===== src/rtl/haptic_mode_pkg.sv =====
/*
 * Shared constants for the haptic drive mode control link: register
 * offsets, field positions, mode codes and cycle counts.
 * Assumes a single 50 MHz clock shared by both ends.
 */
package haptic_mode_pkg;
    // ========================================
    // register map
    localparam logic [7:0] ADDR_MODE_CONTROL = 8'h09;
    localparam logic [7:0] ADDR_RT_AMPLITUDE = 8'h0A;
    localparam logic [7:0] ADDR_START_ADDRESS = 8'h0B;
    localparam logic [7:0] RESET_MODE_CONTROL = 8'h00;
    localparam logic [7:0] RESET_RT_AMPLITUDE = 8'h00;
    localparam logic [7:0] RESET_START_ADDRESS = 8'h00;
    // ========================================
    // fields of haptic_mode_control
    localparam int BIT_SOFT_TRIGGER = 7;
    localparam int BIT_RAM_ENABLE = 6;
    localparam int BIT_CLOCK_ENABLE = 5;
    localparam int MODE_MSB = 4;
    localparam int AMP_SIGN_BIT = 7;
    // ========================================
    // mode codes
    localparam logic [4:0] MODE_DISABLED = 5'h00;
    localparam logic [4:0] MODE_PWM_FIRST = 5'h01;
    localparam logic [4:0] MODE_PWM_LAST = 5'h05;
    localparam logic [4:0] MODE_REALTIME = 5'h06;
    localparam logic [4:0] MODE_PIN_FIRST = 5'h07;
    localparam logic [4:0] MODE_PIN_LAST = 5'h0B;
    localparam logic [4:0] MODE_RAM_FIRST = 5'h0D;
    localparam logic [4:0] MODE_RAM_LAST = 5'h12;
    localparam int NUM_PINS = 5;
    // ========================================
    // cycle counts
    localparam int PWM_WINDOW_CYCLES = 255;
    localparam int SAMPLE_CYCLES = 16;
    localparam int PATTERN_SAMPLES = 32;
    localparam logic [7:0] STORED_LEVEL = 8'h40;
    localparam int PULSE_CYCLES = 4;

    typedef enum logic [2:0] {
        KIND_OFF = 3'b000,
        KIND_PWM = 3'b001,
        KIND_REALTIME = 3'b011,
        KIND_PIN_STORED = 3'b010,
        KIND_RAM = 3'b110
    } mode_kind_t;
endpackage : haptic_mode_pkg


===== src/rtl/haptic_link_if.sv =====
/*
 * Link between the host and the haptic driver: a synchronous register
 * port and the five multipurpose pins.
 * Assumes both ends share i_clk.
 */
interface haptic_link_if;
    logic reg_wr;
    logic reg_rd;
    logic [7:0] reg_addr;
    logic [7:0] reg_wdata;
    logic [7:0] reg_rdata;
    logic [4:0] multi_purpose_pin;

    modport device (
        input reg_wr,
        input reg_rd,
        input reg_addr,
        input reg_wdata,
        output reg_rdata,
        input multi_purpose_pin
    );
    modport host (
        output reg_wr,
        output reg_rd,
        output reg_addr,
        output reg_wdata,
        input reg_rdata,
        output multi_purpose_pin
    );
endinterface : haptic_link_if


===== src/rtl/haptic_drive_mode_control.sv =====
/*
 * Device end: haptic mode control register, mode decode, PWM duty
 * measurement, real-time amplitude and pattern start/stop sequencing.
 * Assumes register accesses and pins are synchronous to i_clk.
 */
// Function
// bit 7 write of 1 triggers RAM vibration
// bit 6 enables pattern RAM block
// host sets clock enable before nonzero mode
// bits 4:0 select mode; zero disables
// codes 1..5 measure PWM on pin 0..4
// code 6 follows real-time amplitude register
// codes 7..11 pin pulse starts stored pattern
// codes 13..18 pin pulse starts RAM pattern
// amplitude sign in MSB, start positive
// RAM playback starts at start address register
// unassigned codes act as disabled
// writing disable code stops vibration immediately
module haptic_drive_mode_control
    import haptic_mode_pkg::*;
#(
    parameter int PWM_WINDOW = PWM_WINDOW_CYCLES,
    parameter int SAMPLE_LEN = SAMPLE_CYCLES,
    parameter int PATTERN_LEN = PATTERN_SAMPLES
) (
    input wire logic i_clk,
    input wire logic i_sys_rst,
    haptic_link_if.device link,
    input wire logic [7:0] i_ram_sample,
    output logic o_drive_on,
    output logic [7:0] o_amplitude,
    output logic o_ram_read,
    output logic [7:0] o_ram_addr,
    output logic [2:0] o_mode_kind
);
    if (PWM_WINDOW < 1 || PWM_WINDOW > 255 || SAMPLE_LEN < 1 || PATTERN_LEN < 1 || PATTERN_LEN > 256) begin
        $error("haptic_drive_mode_control: parameter out of range");
    end

    typedef enum logic [1:0] {
        ST_IDLE = 2'b00,
        ST_PLAY = 2'b01
    } play_state_t;

    // ========================================
    // mode decode
    function automatic mode_kind_t kind_of(input logic [4:0] mode);
        if (mode >= MODE_PWM_FIRST && mode <= MODE_PWM_LAST) begin
            return KIND_PWM;
        end else if (mode == MODE_REALTIME) begin
            return KIND_REALTIME;
        end else if (mode >= MODE_PIN_FIRST && mode <= MODE_PIN_LAST) begin
            return KIND_PIN_STORED;
        end else if (mode >= MODE_RAM_FIRST && mode <= MODE_RAM_LAST) begin
            return KIND_RAM;
        end else begin
            return KIND_OFF;
        end
    endfunction : kind_of

    // ram modes have six codes over five pins; the sixth reuses pin 4
    function automatic logic [2:0] pin_of(input logic [4:0] mode);
        logic [4:0] idx;
        idx = 5'h00;
        case (kind_of(mode))
            KIND_PWM: idx = mode - MODE_PWM_FIRST;
            KIND_PIN_STORED: idx = mode - MODE_PIN_FIRST;
            KIND_RAM: idx = mode - MODE_RAM_FIRST;
            default: idx = 5'h00;
        endcase
        if (idx > 5'h04) begin
            idx = 5'h04;
        end
        return idx[2:0];
    endfunction : pin_of

    logic [7:0] control;
    logic [7:0] rt_amplitude;
    logic [7:0] start_address;
    logic [4:0] pin_prev;
    logic [7:0] pwm_count;
    logic [7:0] pwm_high;
    logic [7:0] pwm_duty;
    logic rt_armed;
    play_state_t state;
    logic [$clog2(SAMPLE_LEN + 1)-1:0] sample_tick;
    logic [8:0] samples_done;
    logic [7:0] play_addr;

    logic wr_control;
    logic soft_trigger;
    logic [4:0] mode;
    mode_kind_t kind;
    logic [2:0] pin_sel;
    logic pin_rise;
    logic clk_on;
    logic start_play;
    logic sample_end;

    assign wr_control = link.reg_wr && link.reg_addr == ADDR_MODE_CONTROL;
    assign soft_trigger = wr_control && link.reg_wdata[BIT_SOFT_TRIGGER] && link.reg_wdata[BIT_RAM_ENABLE]
        && link.reg_wdata[BIT_CLOCK_ENABLE] && kind_of(link.reg_wdata[MODE_MSB:0]) == KIND_RAM;
    assign mode = control[MODE_MSB:0];
    assign kind = kind_of(mode);
    assign pin_sel = pin_of(mode);
    assign pin_rise = link.multi_purpose_pin[pin_sel] && !pin_prev[pin_sel];
    // without the drive clock nothing runs, so a host that skips it gets silence
    assign clk_on = control[BIT_CLOCK_ENABLE];
    // trigger judged on the written value, so one write can enable and fire
    assign start_play = state == ST_IDLE && (soft_trigger || clk_on
        && ((kind == KIND_PIN_STORED && pin_rise)
        || (kind == KIND_RAM && control[BIT_RAM_ENABLE] && pin_rise)));
    assign sample_end = sample_tick == ($clog2(SAMPLE_LEN + 1))'(SAMPLE_LEN - 1);

    // ========================================
    // registers
    always_ff @(posedge i_clk or posedge i_sys_rst) begin
        if (i_sys_rst) begin
            control <= RESET_MODE_CONTROL;
            rt_amplitude <= RESET_RT_AMPLITUDE;
            start_address <= RESET_START_ADDRESS;
        end else if (link.reg_wr) begin
            case (link.reg_addr)
                ADDR_MODE_CONTROL: control <= link.reg_wdata;
                ADDR_RT_AMPLITUDE: rt_amplitude <= link.reg_wdata;
                ADDR_START_ADDRESS: start_address <= link.reg_wdata;
                default: ;
            endcase
        end
    end

    always_ff @(posedge i_clk or posedge i_sys_rst) begin
        if (i_sys_rst) begin
            link.reg_rdata <= 8'h00;
        end else if (link.reg_rd) begin
            case (link.reg_addr)
                ADDR_MODE_CONTROL: link.reg_rdata <= control;
                ADDR_RT_AMPLITUDE: link.reg_rdata <= rt_amplitude;
                ADDR_START_ADDRESS: link.reg_rdata <= start_address;
                default: link.reg_rdata <= 8'h00;
            endcase
        end
    end

    // ========================================
    // pwm duty measurement over a fixed window
    always_ff @(posedge i_clk or posedge i_sys_rst) begin
        if (i_sys_rst) begin
            pin_prev <= 5'h00;
            pwm_count <= 8'h00;
            pwm_high <= 8'h00;
            pwm_duty <= 8'h00;
        end else begin
            pin_prev <= link.multi_purpose_pin;
            if (kind != KIND_PWM || !clk_on) begin
                pwm_count <= 8'h00;
                pwm_high <= 8'h00;
                pwm_duty <= 8'h00;
            end else if (pwm_count == 8'(PWM_WINDOW - 1)) begin
                pwm_count <= 8'h00;
                pwm_high <= 8'h00;
                pwm_duty <= pwm_high + 8'(link.multi_purpose_pin[pin_sel]);
            end else begin
                pwm_count <= pwm_count + 8'h01;
                pwm_high <= pwm_high + 8'(link.multi_purpose_pin[pin_sel]);
            end
        end
    end

    // real-time output holds off until the first positive value
    always_ff @(posedge i_clk or posedge i_sys_rst) begin
        if (i_sys_rst) begin
            rt_armed <= 1'b0;
        end else if (kind != KIND_REALTIME || !clk_on) begin
            rt_armed <= 1'b0;
        end else if (!rt_amplitude[AMP_SIGN_BIT]) begin
            rt_armed <= 1'b1;
        end
    end

    // ========================================
    // pattern playback
    always_ff @(posedge i_clk or posedge i_sys_rst) begin
        if (i_sys_rst) begin
            state <= ST_IDLE;
            sample_tick <= '0;
            samples_done <= 9'h000;
            play_addr <= 8'h00;
        end else begin
            case (state)
                ST_IDLE: begin
                    if (start_play) begin
                        state <= ST_PLAY;
                        sample_tick <= '0;
                        samples_done <= 9'h000;
                        play_addr <= start_address;
                    end
                end
                ST_PLAY: begin
                    if (kind != KIND_PIN_STORED && kind != KIND_RAM || !clk_on) begin
                        state <= ST_IDLE;
                    end else if (sample_end) begin
                        sample_tick <= '0;
                        play_addr <= play_addr + 8'h01;
                        samples_done <= samples_done + 9'h001;
                        if (samples_done == 9'(PATTERN_LEN - 1)) begin
                            state <= ST_IDLE;
                        end
                    end else begin
                        sample_tick <= sample_tick + 1'b1;
                    end
                end
                default: state <= ST_IDLE;
            endcase
        end
    end

    // ========================================
    // outputs
    always_ff @(posedge i_clk or posedge i_sys_rst) begin
        if (i_sys_rst) begin
            o_drive_on <= 1'b0;
            o_amplitude <= 8'h00;
        end else if (!clk_on) begin
            o_drive_on <= 1'b0;
            o_amplitude <= 8'h00;
        end else begin
            case (kind)
                KIND_PWM: begin
                    o_drive_on <= 1'b1;
                    o_amplitude <= pwm_duty;
                end
                KIND_REALTIME: begin
                    o_drive_on <= rt_armed || !rt_amplitude[AMP_SIGN_BIT];
                    o_amplitude <= (rt_armed || !rt_amplitude[AMP_SIGN_BIT]) ? rt_amplitude : 8'h00;
                end
                KIND_PIN_STORED: begin
                    o_drive_on <= state == ST_PLAY;
                    o_amplitude <= state == ST_PLAY ? STORED_LEVEL : 8'h00;
                end
                KIND_RAM: begin
                    o_drive_on <= state == ST_PLAY;
                    o_amplitude <= state == ST_PLAY ? i_ram_sample : 8'h00;
                end
                default: begin
                    o_drive_on <= 1'b0;
                    o_amplitude <= 8'h00;
                end
            endcase
        end
    end

    assign o_ram_read = state == ST_PLAY && kind == KIND_RAM && control[BIT_RAM_ENABLE];
    assign o_ram_addr = play_addr;
    assign o_mode_kind = kind;
endmodule : haptic_drive_mode_control


===== src/flat_wrapper.sv =====
// flat-port wrapper written by rule: the top's interface ports become plain ports
module haptic_drive_mode_control_flat import haptic_mode_pkg::*;
#(
    parameter int PWM_WINDOW = PWM_WINDOW_CYCLES,
    parameter int SAMPLE_LEN = SAMPLE_CYCLES,
    parameter int PATTERN_LEN = PATTERN_SAMPLES
)
  (i_clk, i_sys_rst, i_ram_sample, o_drive_on, o_amplitude, o_ram_read, o_ram_addr, o_mode_kind, link_reg_wr, link_reg_rd, link_reg_addr, link_reg_wdata, link_reg_rdata, link_multi_purpose_pin);
  haptic_link_if link_i ();
  input wire logic i_clk;
  input wire logic i_sys_rst;
  input wire logic [7:0] i_ram_sample;
  output logic o_drive_on;
  output logic [7:0] o_amplitude;
  output logic o_ram_read;
  output logic [7:0] o_ram_addr;
  output logic [2:0] o_mode_kind;
  input wire logic [$bits(link_i.reg_wr)-1:0] link_reg_wr;
  input wire logic [$bits(link_i.reg_rd)-1:0] link_reg_rd;
  input wire logic [$bits(link_i.reg_addr)-1:0] link_reg_addr;
  input wire logic [$bits(link_i.reg_wdata)-1:0] link_reg_wdata;
  output wire logic [$bits(link_i.reg_rdata)-1:0] link_reg_rdata;
  input wire logic [$bits(link_i.multi_purpose_pin)-1:0] link_multi_purpose_pin;
  assign link_i.reg_wr = link_reg_wr;
  assign link_i.reg_rd = link_reg_rd;
  assign link_i.reg_addr = link_reg_addr;
  assign link_i.reg_wdata = link_reg_wdata;
  assign link_reg_rdata = link_i.reg_rdata;
  assign link_i.multi_purpose_pin = link_multi_purpose_pin;
  haptic_drive_mode_control #(.PWM_WINDOW(PWM_WINDOW), .SAMPLE_LEN(SAMPLE_LEN), .PATTERN_LEN(PATTERN_LEN)) u_core (.i_clk(i_clk), .i_sys_rst(i_sys_rst), .link(link_i), .i_ram_sample(i_ram_sample), .o_drive_on(o_drive_on), .o_amplitude(o_amplitude), .o_ram_read(o_ram_read), .o_ram_addr(o_ram_addr), .o_mode_kind(o_mode_kind));
endmodule

===== config.mk =====
export PLATFORM = sky130hd
export DESIGN_NAME = haptic_drive_mode_control_flat
export DESIGN_NICKNAME = d
export VERILOG_FILES = /design/src/rtl/haptic_mode_pkg.sv /design/src/rtl/haptic_link_if.sv /design/src/rtl/haptic_drive_mode_control.sv /design/src/flat_wrapper.sv
export SDC_FILE = /design/constraint.sdc
export NUM_CORES = 1
export LEC_CHECK = 0
export ABC_AREA = 1
export BUFFER_PORTS_ARGS = -buffer_cell sky130_fd_sc_hd__buf_2
export CORE_ASPECT_RATIO = 1.4
export CORE_MARGIN = 1
export CORE_UTILIZATION = 60
export CTS_CLUSTER_SIZE = 10
export DETAILED_ROUTE_END_ITERATION = 10
export PLACE_DENSITY = 0.92
export RECOVER_POWER = 50
export SLEW_MARGIN = 20
export SYNTH_ARGS = -nofsm -noshare
export SYNTH_HDL_FRONTEND = slang
export SYNTH_SLANG_ARGS = --single-unit

===== constraint.sdc =====
create_clock -name i_clk -period 8.1 [get_ports i_clk]
set_input_delay 1.215 -clock i_clk [delete_from_list [all_inputs] [get_ports i_clk]]
set_output_delay 1.215 -clock i_clk [all_outputs]
set_load 0.1 [all_outputs]

==> results of run 1 <==
-- synthesized netlist by cell type (3+ instances only) --
master	number	area [um2]
nand4_1	28	175
dfrtp_1	94	2350
buf_2	3	15.0
nand2_2	7	43.8
a221oi_1	6	52.6
nand3_1	31	155
xor2_1	11	96.3
ha_1	11	138
nand3b_1	3	22.5
nor2_1	54	203
xnor2_1	8	70.1
o21ai_0	50	250
nand2_1	176	661
o22ai_1	4	25.0
clkbuf_1	10	37.5
nor3_1	5	25.0
o211ai_1	6	45.0
nor2_2	3	18.8
a21oi_1	7	35.0
inv_1	77	289
inv_2	7	26.3
a31oi_1	7	43.8
nand3_2	5	50.1
nor4_1	4	25.0
-- registers in the layout, summed over array words and instances, names as in the netlist --
signal	flops
u_core.control	8
u_core.link.reg_rdata	8
u_core.o_amplitude	8
u_core.o_drive_on	1
u_core.o_ram_addr	8
u_core.pin_prev	5
u_core.pwm_count	8
u_core.pwm_duty	8
u_core.pwm_high	8
u_core.rt_amplitude	8
u_core.rt_armed	1
u_core.sample_tick	5
u_core.samples_done	9
u_core.start_address	8
u_core.state	1
-- worst reg2reg max path: cells and delay by family (launching register included) --
family / cells / cell delay, ns
AOI/OAI and AO/OA: 2 / 0.34
xor gates and xnor gates: 1 / 0.17
adders and majority gates: 3 / 0.72
buffers and inverters: 3 / 0.56
DFF: 1 / 0.45
and+or+nand+nor: 12 / 1.66
-- path summary, 6_finish.rpt --
kind,from,to,slack (ns),cells past startpoint
worst max register to register,u_core.control[1],u_core.pwm_duty[6],4.13,21
worst min-delay path,u_core.link.reg_rdata[4],u_core.link.reg_rdata[4],0.49,2
min in group asynchronous,i_sys_rst,u_core.pin_prev[4],1.12,3
worst min register to register,u_core.link.reg_rdata[4],u_core.link.reg_rdata[4],0.49,2
max in group asynchronous,i_sys_rst,u_core.samples_done[3],6.42,3
worst max-delay path,u_core.control[1],u_core.pwm_duty[6],4.13,21
-- final cells by class --
cell class                      instances  share of cell area (%)
Tap cell                              102                    2.26
Clock buffer                            9                    3.98
Multi-Input combinational cell        441                    40.0
Inverter                               84                    5.60
Sequential cell                        94                    41.6
Timing Repair Buffer                   62                    5.40
Clock inverter                          7                    1.15
-- metrics by stage --
step / hold slack, ns / instance area [um2] / total power, mW
4_1_cts: 0.484 / 5670 / 1.09
3_3_place_gp: 0.458 / 5380 / 0.677
3_5_place_dp: 0.467 / 5380 / 0.684
2_1_floorplan: 0.442 / 5020 / 0.642
5_1_grt: 0.506 / 5660 / 1.13
6_report: 0.488 / 5660 / 1.09
-- cells by family (layout without fill, tap and decap cells) --
kind of cell,Yosys count,after routing
flops,94,94
xor+xnor,19,19
buf+inv,101,162
compound gates,86,86
fa+ha+maj,11,11
simple gates,325,325
-- layer usage --
metal | wire length (um) | up-vias | global-route usage, %
li1 | - | 2192 | -
met1 | 4610 | 2157 | 34.2
met2 | 6240 | 195 | 51.6
met3 | 651 | 42 | 4.12
met4 | 481 | 0 | 16.2
met5 | 0 | - | 0
-- where the power goes --
| part | switching (mW) | internal (mW) | leakage [nW] |
|---|---|---|---|
| sequential | 0.0218 | 0.486 | 1.29 |
| clock | 0.196 | 0.216 | 0.146 |
| combinational | 0.124 | 0.0457 | 1.45 |
-- cells in the final DEF (no fill, tap or decap), types with 3 or more instances in the layout --
cell       synthesis  final
a21oi_1            7      7
a221oi_1           6      6
a31oi_1            7      7
buf_2              3     52
clkbuf_1          10      9
clkbuf_16          0      9
dfrtp_1           94     94
ha_1              11     11
inv_1             77     78
inv_2              7      5
inv_8              0      3
nand2_1          176    176
nand2_2            7      7
nand3_1           31     32
nand3_2            5      4
nand3b_1           3      3
nand4_1           28     28
nor2_1            54     54
nor2_2             3      3
nor3_1             5      5
nor4_1             4      4
o211ai_1           6      6
o21ai_0           50     50
o22ai_1            4      4
xnor2_1            8      8
xor2_1            11     11
==> impl_metrics.yaml, run 1 <==
setup_path:
  cp_num_buf_inv: 3
  cpPeakStageDelay_ns: 0.47
  critPathTopFamily: "simple AND/OR/NAND/NOR gates"
  cp_slowest_cell: "nand3_1"
  cp_cell_sequence: "inv_1 -> ha_1 -> nand3b_1 -> nand3_1 -> inv_1 -> o21ai_1 -> nand3_2 -> nor2_2 -> nand2_2 -> nand2_1 -> nand2_1 -> nand2_1 -> inv_1 -> ha_1 -> ha_1 -> nand3_1 -> nor2_1 -> nand2_1 -> xor2_1 -> nand2_1 -> o21ai_0"
  start_kind: "flop"
  end_kind: "flop"
  critical_path_class: "flop to flop"
  cp_common_cell: "nand2_1"
  arrival_ns: 4.24
  required_ns: 8.37
  crit_fanout: 16
detailed_routing:
  drtPass1Iterations: 5
  drc: 0
  drt-wirelength-per-cell_um: 15.0
  drt_iter0_markers: 375
  ant_nets: 0
  vias: 4586
  viasPerCell: 5.74
  routed_wl_um: 12000
die:
  ioPinCount: 62
  chipWidth_um: 79.3
  core_area_um2: 8150
  start_util_pct: 61.6
  dieArea_um2: 8730
  rows: 39
  die_h_um: 110
yosys:
  synth-adder-area-share_pct: 2.74
  ys.flop_type: "dfrtp_1"
  yosys_warnings: 0
  synth_edf_count: 0
  ys_types: 39
  synthMuxAreaShare_pct: 0
  syn_area_per_cell_um2: 7.89
  synth_xor_area_share_pct: 3.32
  syn-num-nets: 680
  seq_area_frac_synth_pct: 46.9
  ys_seq_elements: 94
  synthSimpleGateAreaFrac_pct: 29.3
  postSynthCellCount: 636
  synth_top_family_by_area: "simple AND/OR/NAND/NOR gates"
  synth_compound_area_share_pct: 9.88
  synth_area_um2: 5020
  synth-async-reset-ratio_pct: 100
clock_network:
  htreeDepth: 3
  cts_setup_buffers: 0
  cts_root_buf: "clkbuf_16"
  clk_pin_slew_ns: 0.07
  cts.sinks: 94
  cts_buffer_depth: 2
  hold_buffers: 0
  cts_resized: 0
  insertion_delay_ns: 0.35
  cts_tree: "built"
  numCtsBuffers: 9
grt:
  grt_max_degree: 95
  grt_pass1_vias: 4248
  track_usage_pct: 29.3
  grt_pass1_wl_um: 19400
  antenna_found_initial: 0
  globalRouteOverflowTotal: 0
timing:
  report.final.slew_viol_count: 0
  maxSlewHeadroom_pct: 22.6
  tightestPinTransition_ns: 1.17
  worst_clock_skew_ns: 0.00933
  finalSetupTns_ns: 0
  hold_viol: 0
  setup_viol: 0
  fin_crit_ns: 3.97
  fin_crit_sh_pct: 49.0
  layout_setup_ws_ns: 4.13
  rsz0062_at_grt: "no"
  clock.fmax_mhz: 252
final_layout:
  regArea_um2: 2350
  n_antenna_cell: 0
  multi_input_area_um2: 2260
  syn_to_final_growth_pct: 12.8
  stdcell_count: 799
  drive_gt1_share_pct: 13.6
  nFillCells: 606
  fin_util_pct: 69.4
  fin_nets: 736
place:
  placed_cells: 783
  gp_congestion: 0.907
  dp_slack_ns: 4.58
  dp_hpwl_um: 8720
  numPortBuffers: 61
job:
  max_cap_violations: 0
pwr:
  leakagePower_nw: 2.88
  ir_drop_uv: 155
  powerDensity_nw_per_um2: 193
outcome:
  status: "finished, final reports clean"
worst_hold_path:
  hold_class: "flop to flop"
No activity file was read; power rests on OpenSTA's default activity.
==> run 2: changes to the inputs <==
CORE_UTILIZATION = 58   (was 60)
PLACE_DENSITY = 0.9   (was 0.92)
clock period = 3.67 ns   (was 8.1 ns; I/O delays follow)
==> run 2 against run 1 <==
The flow now finishes with violations (capacitance limit, slew limit). Total power grew 120%. Register-to-register slack got worse by 3.8 ns. Worst hold slack lost 0.21 ns. Sequential power grew 120%.
==> impl_metrics.yaml, run 2 (same netlist as run 1, synthesis figures left out) <==
setup_path:
  end_kind: "flop"
  r2r-start: "u_core.control[1]"
  cpPeakStageDelay_ns: 0.45
  cp_num_buf_inv: 4
  cp_cell_sequence: "inv_2 -> ha_1 -> nand3b_1 -> nand3_4 -> inv_2 -> o21ai_1 -> nand3_2 -> nor2_4 -> inv_2 -> a21oi_1 -> nand2_1 -> nand2_1 -> inv_1 -> ha_1 -> ha_1 -> nand3_1 -> nor2_1 -> nand2_1 -> xor2_1 -> nand2_1 -> o21ai_0"
  cp_common_cell: "nand2_1"
  critPathTopFamily: "simple AND/OR/NAND/NOR gates"
  crit_fanout: 16
  start_kind: "flop"
  critical_path_class: "flop to flop"
  arrival_ns: 3.60
  critical_path.startpoint: "u_core.control[1]"
  required_ns: 3.94
  cp_slowest_cell: "dfrtp_1"
clock_network:
  htreeDepth: 3
  clk_pin_slew_ns: 0.07
  cts_tree: "built"
  cts.sinks: 94
  cts_buffer_depth: 2
  insertion_delay_ns: 0.35
  cts_root_buf: "clkbuf_16"
  hold_buffers: 0
  numCtsBuffers: 9
die:
  die_h_um: 112
  rows: 39
  ioPinCount: 62
  start_util_pct: 60.5
  core_area_um2: 8300
  chipWidth_um: 80.6
  dieArea_um2: 9030
job:
  max_cap_violations: 2
final_layout:
  drive_gt1_share_pct: 13.9
  final_common_cell: "nand2_1"
  top_register: "u_core.samples_done"
  nFillCells: 671
  largest_reg_flops: 9
  syn_to_final_growth_pct: 13.9
  fin_nets: 743
  n_antenna_cell: 0
  final_cell_mix: "nand2_1 (176), dfrtp_1 (94), inv_1 (76)"
  final_area_um2: 5710
pwr:
  ir_drop_uv: 339
  leakagePower_nw: 2.89
  powerDensity_nw_per_um2: 427
detailed_routing:
  drc: 0
  drtPass1Iterations: 7
  ant_nets: 0
  routed_wl_um: 12200
  drt_iter0_markers: 366
  vias: 4571
  viasPerCell: 5.67
  drt-wirelength-per-cell_um: 15.1
timing:
  worst_clock_skew_ns: 0.00981
  fin_crit_sh_pct: 90.7
  fin_crit_ns: 3.33
  maxSlewHeadroom_pct: -47.2
  setup_viol: 0
  rsz0062_at_grt: "no"
  hold_viol: 0
  tightestPinTransition_ns: 2.21
  report.final.slew_viol_count: 81
  finalSetupTns_ns: 0
  clock.fmax_mhz: 300
  worst_hold_slack_ns: 0.275
outcome:
  violations: "capacitance limit, slew limit"
  status: "finished with violations"
grt:
  globalRouteOverflowTotal: 0
  grt_pass1_vias: 4407
  grt_pass1_wl_um: 20400
  track_usage_pct: 29.3
  grt_util_met2_pct: 50.8
  grt-busiest-layer: "met2"
  grt_max_degree: 44
  met1_usage_pct: 34.3
  use_met3_pct: 4.07
  antenna_found_initial: 0
worst_hold_path:
  hold_class: "input pin to asynchronous set/reset pin"
place:
  numPortBuffers: 61
  dp_hpwl_um: 9120
  place_area_um2: 5430
  gp_congestion: 0.898
run 2: timing repair:
action	in CTS	in global routing
hold endpoints to repair	0	0
endpoints found under the setup margin	0	1
gates resized for setup	0	1
buffers inserted	0	0
run 2: worst paths after layout:
check / endpoint / slack (ns) / cells after the start
min in group i_clk: u_core.pin_prev[0] / 0.32 / 1
min: u_core.o_ram_addr[1] / 0.27 / 2
max: u_core.pwm_duty[6] / 0.34 / 21
max reg2reg: u_core.pwm_duty[6] / 0.34 / 21
min reg2reg: u_core.samples_done[8] / 0.49 / 2
max in group asynchronous: u_core.o_amplitude[3] / 0.92 / 3
run 2: report_power, final:
group / switching, mW / internal (mW) / leakage [nW]
clock network: 0.404 / 0.533 / 0.143
registers: 0.0422 / 1.07 / 1.29
logic: 0.281 / 0.105 / 1.46
run 2: metrics by stage:
stage | total power [mW] | setup slack [ns] | util (%) | instances
floorplan | 1.42 | 0.436 | - | 636
global placement | 1.50 | 0.541 | 65.5 | 790
detailed placement | 1.51 | 0.374 | 65.5 | 790
CTS | 2.44 | 0.344 | 69.1 | 806
global route | 2.54 | 0.0183 | 68.9 | 806
finish | 2.44 | 0.341 | 68.9 | 806
run 2: area by class of cell:
cell class                 instances  area (um2)  share of cell area (%)
clock inverter                     6        68.8                    1.20
tap                              102         128                    2.23
inverter                          84         317                    5.54
timing repair buffer              69         342                    5.98
sequential                        94        2350                    41.2
clock buffer                      10         229                    4.01
multi-input combinational        441        2280                    39.9
run 2: per-layer routing:
layer  vias to the layer above  wire length (um)
li1                       2204                 -
met1                      2170              4740
met2                       154              6410
met3                        43               618
met4                         0               423
met5                         -                 0
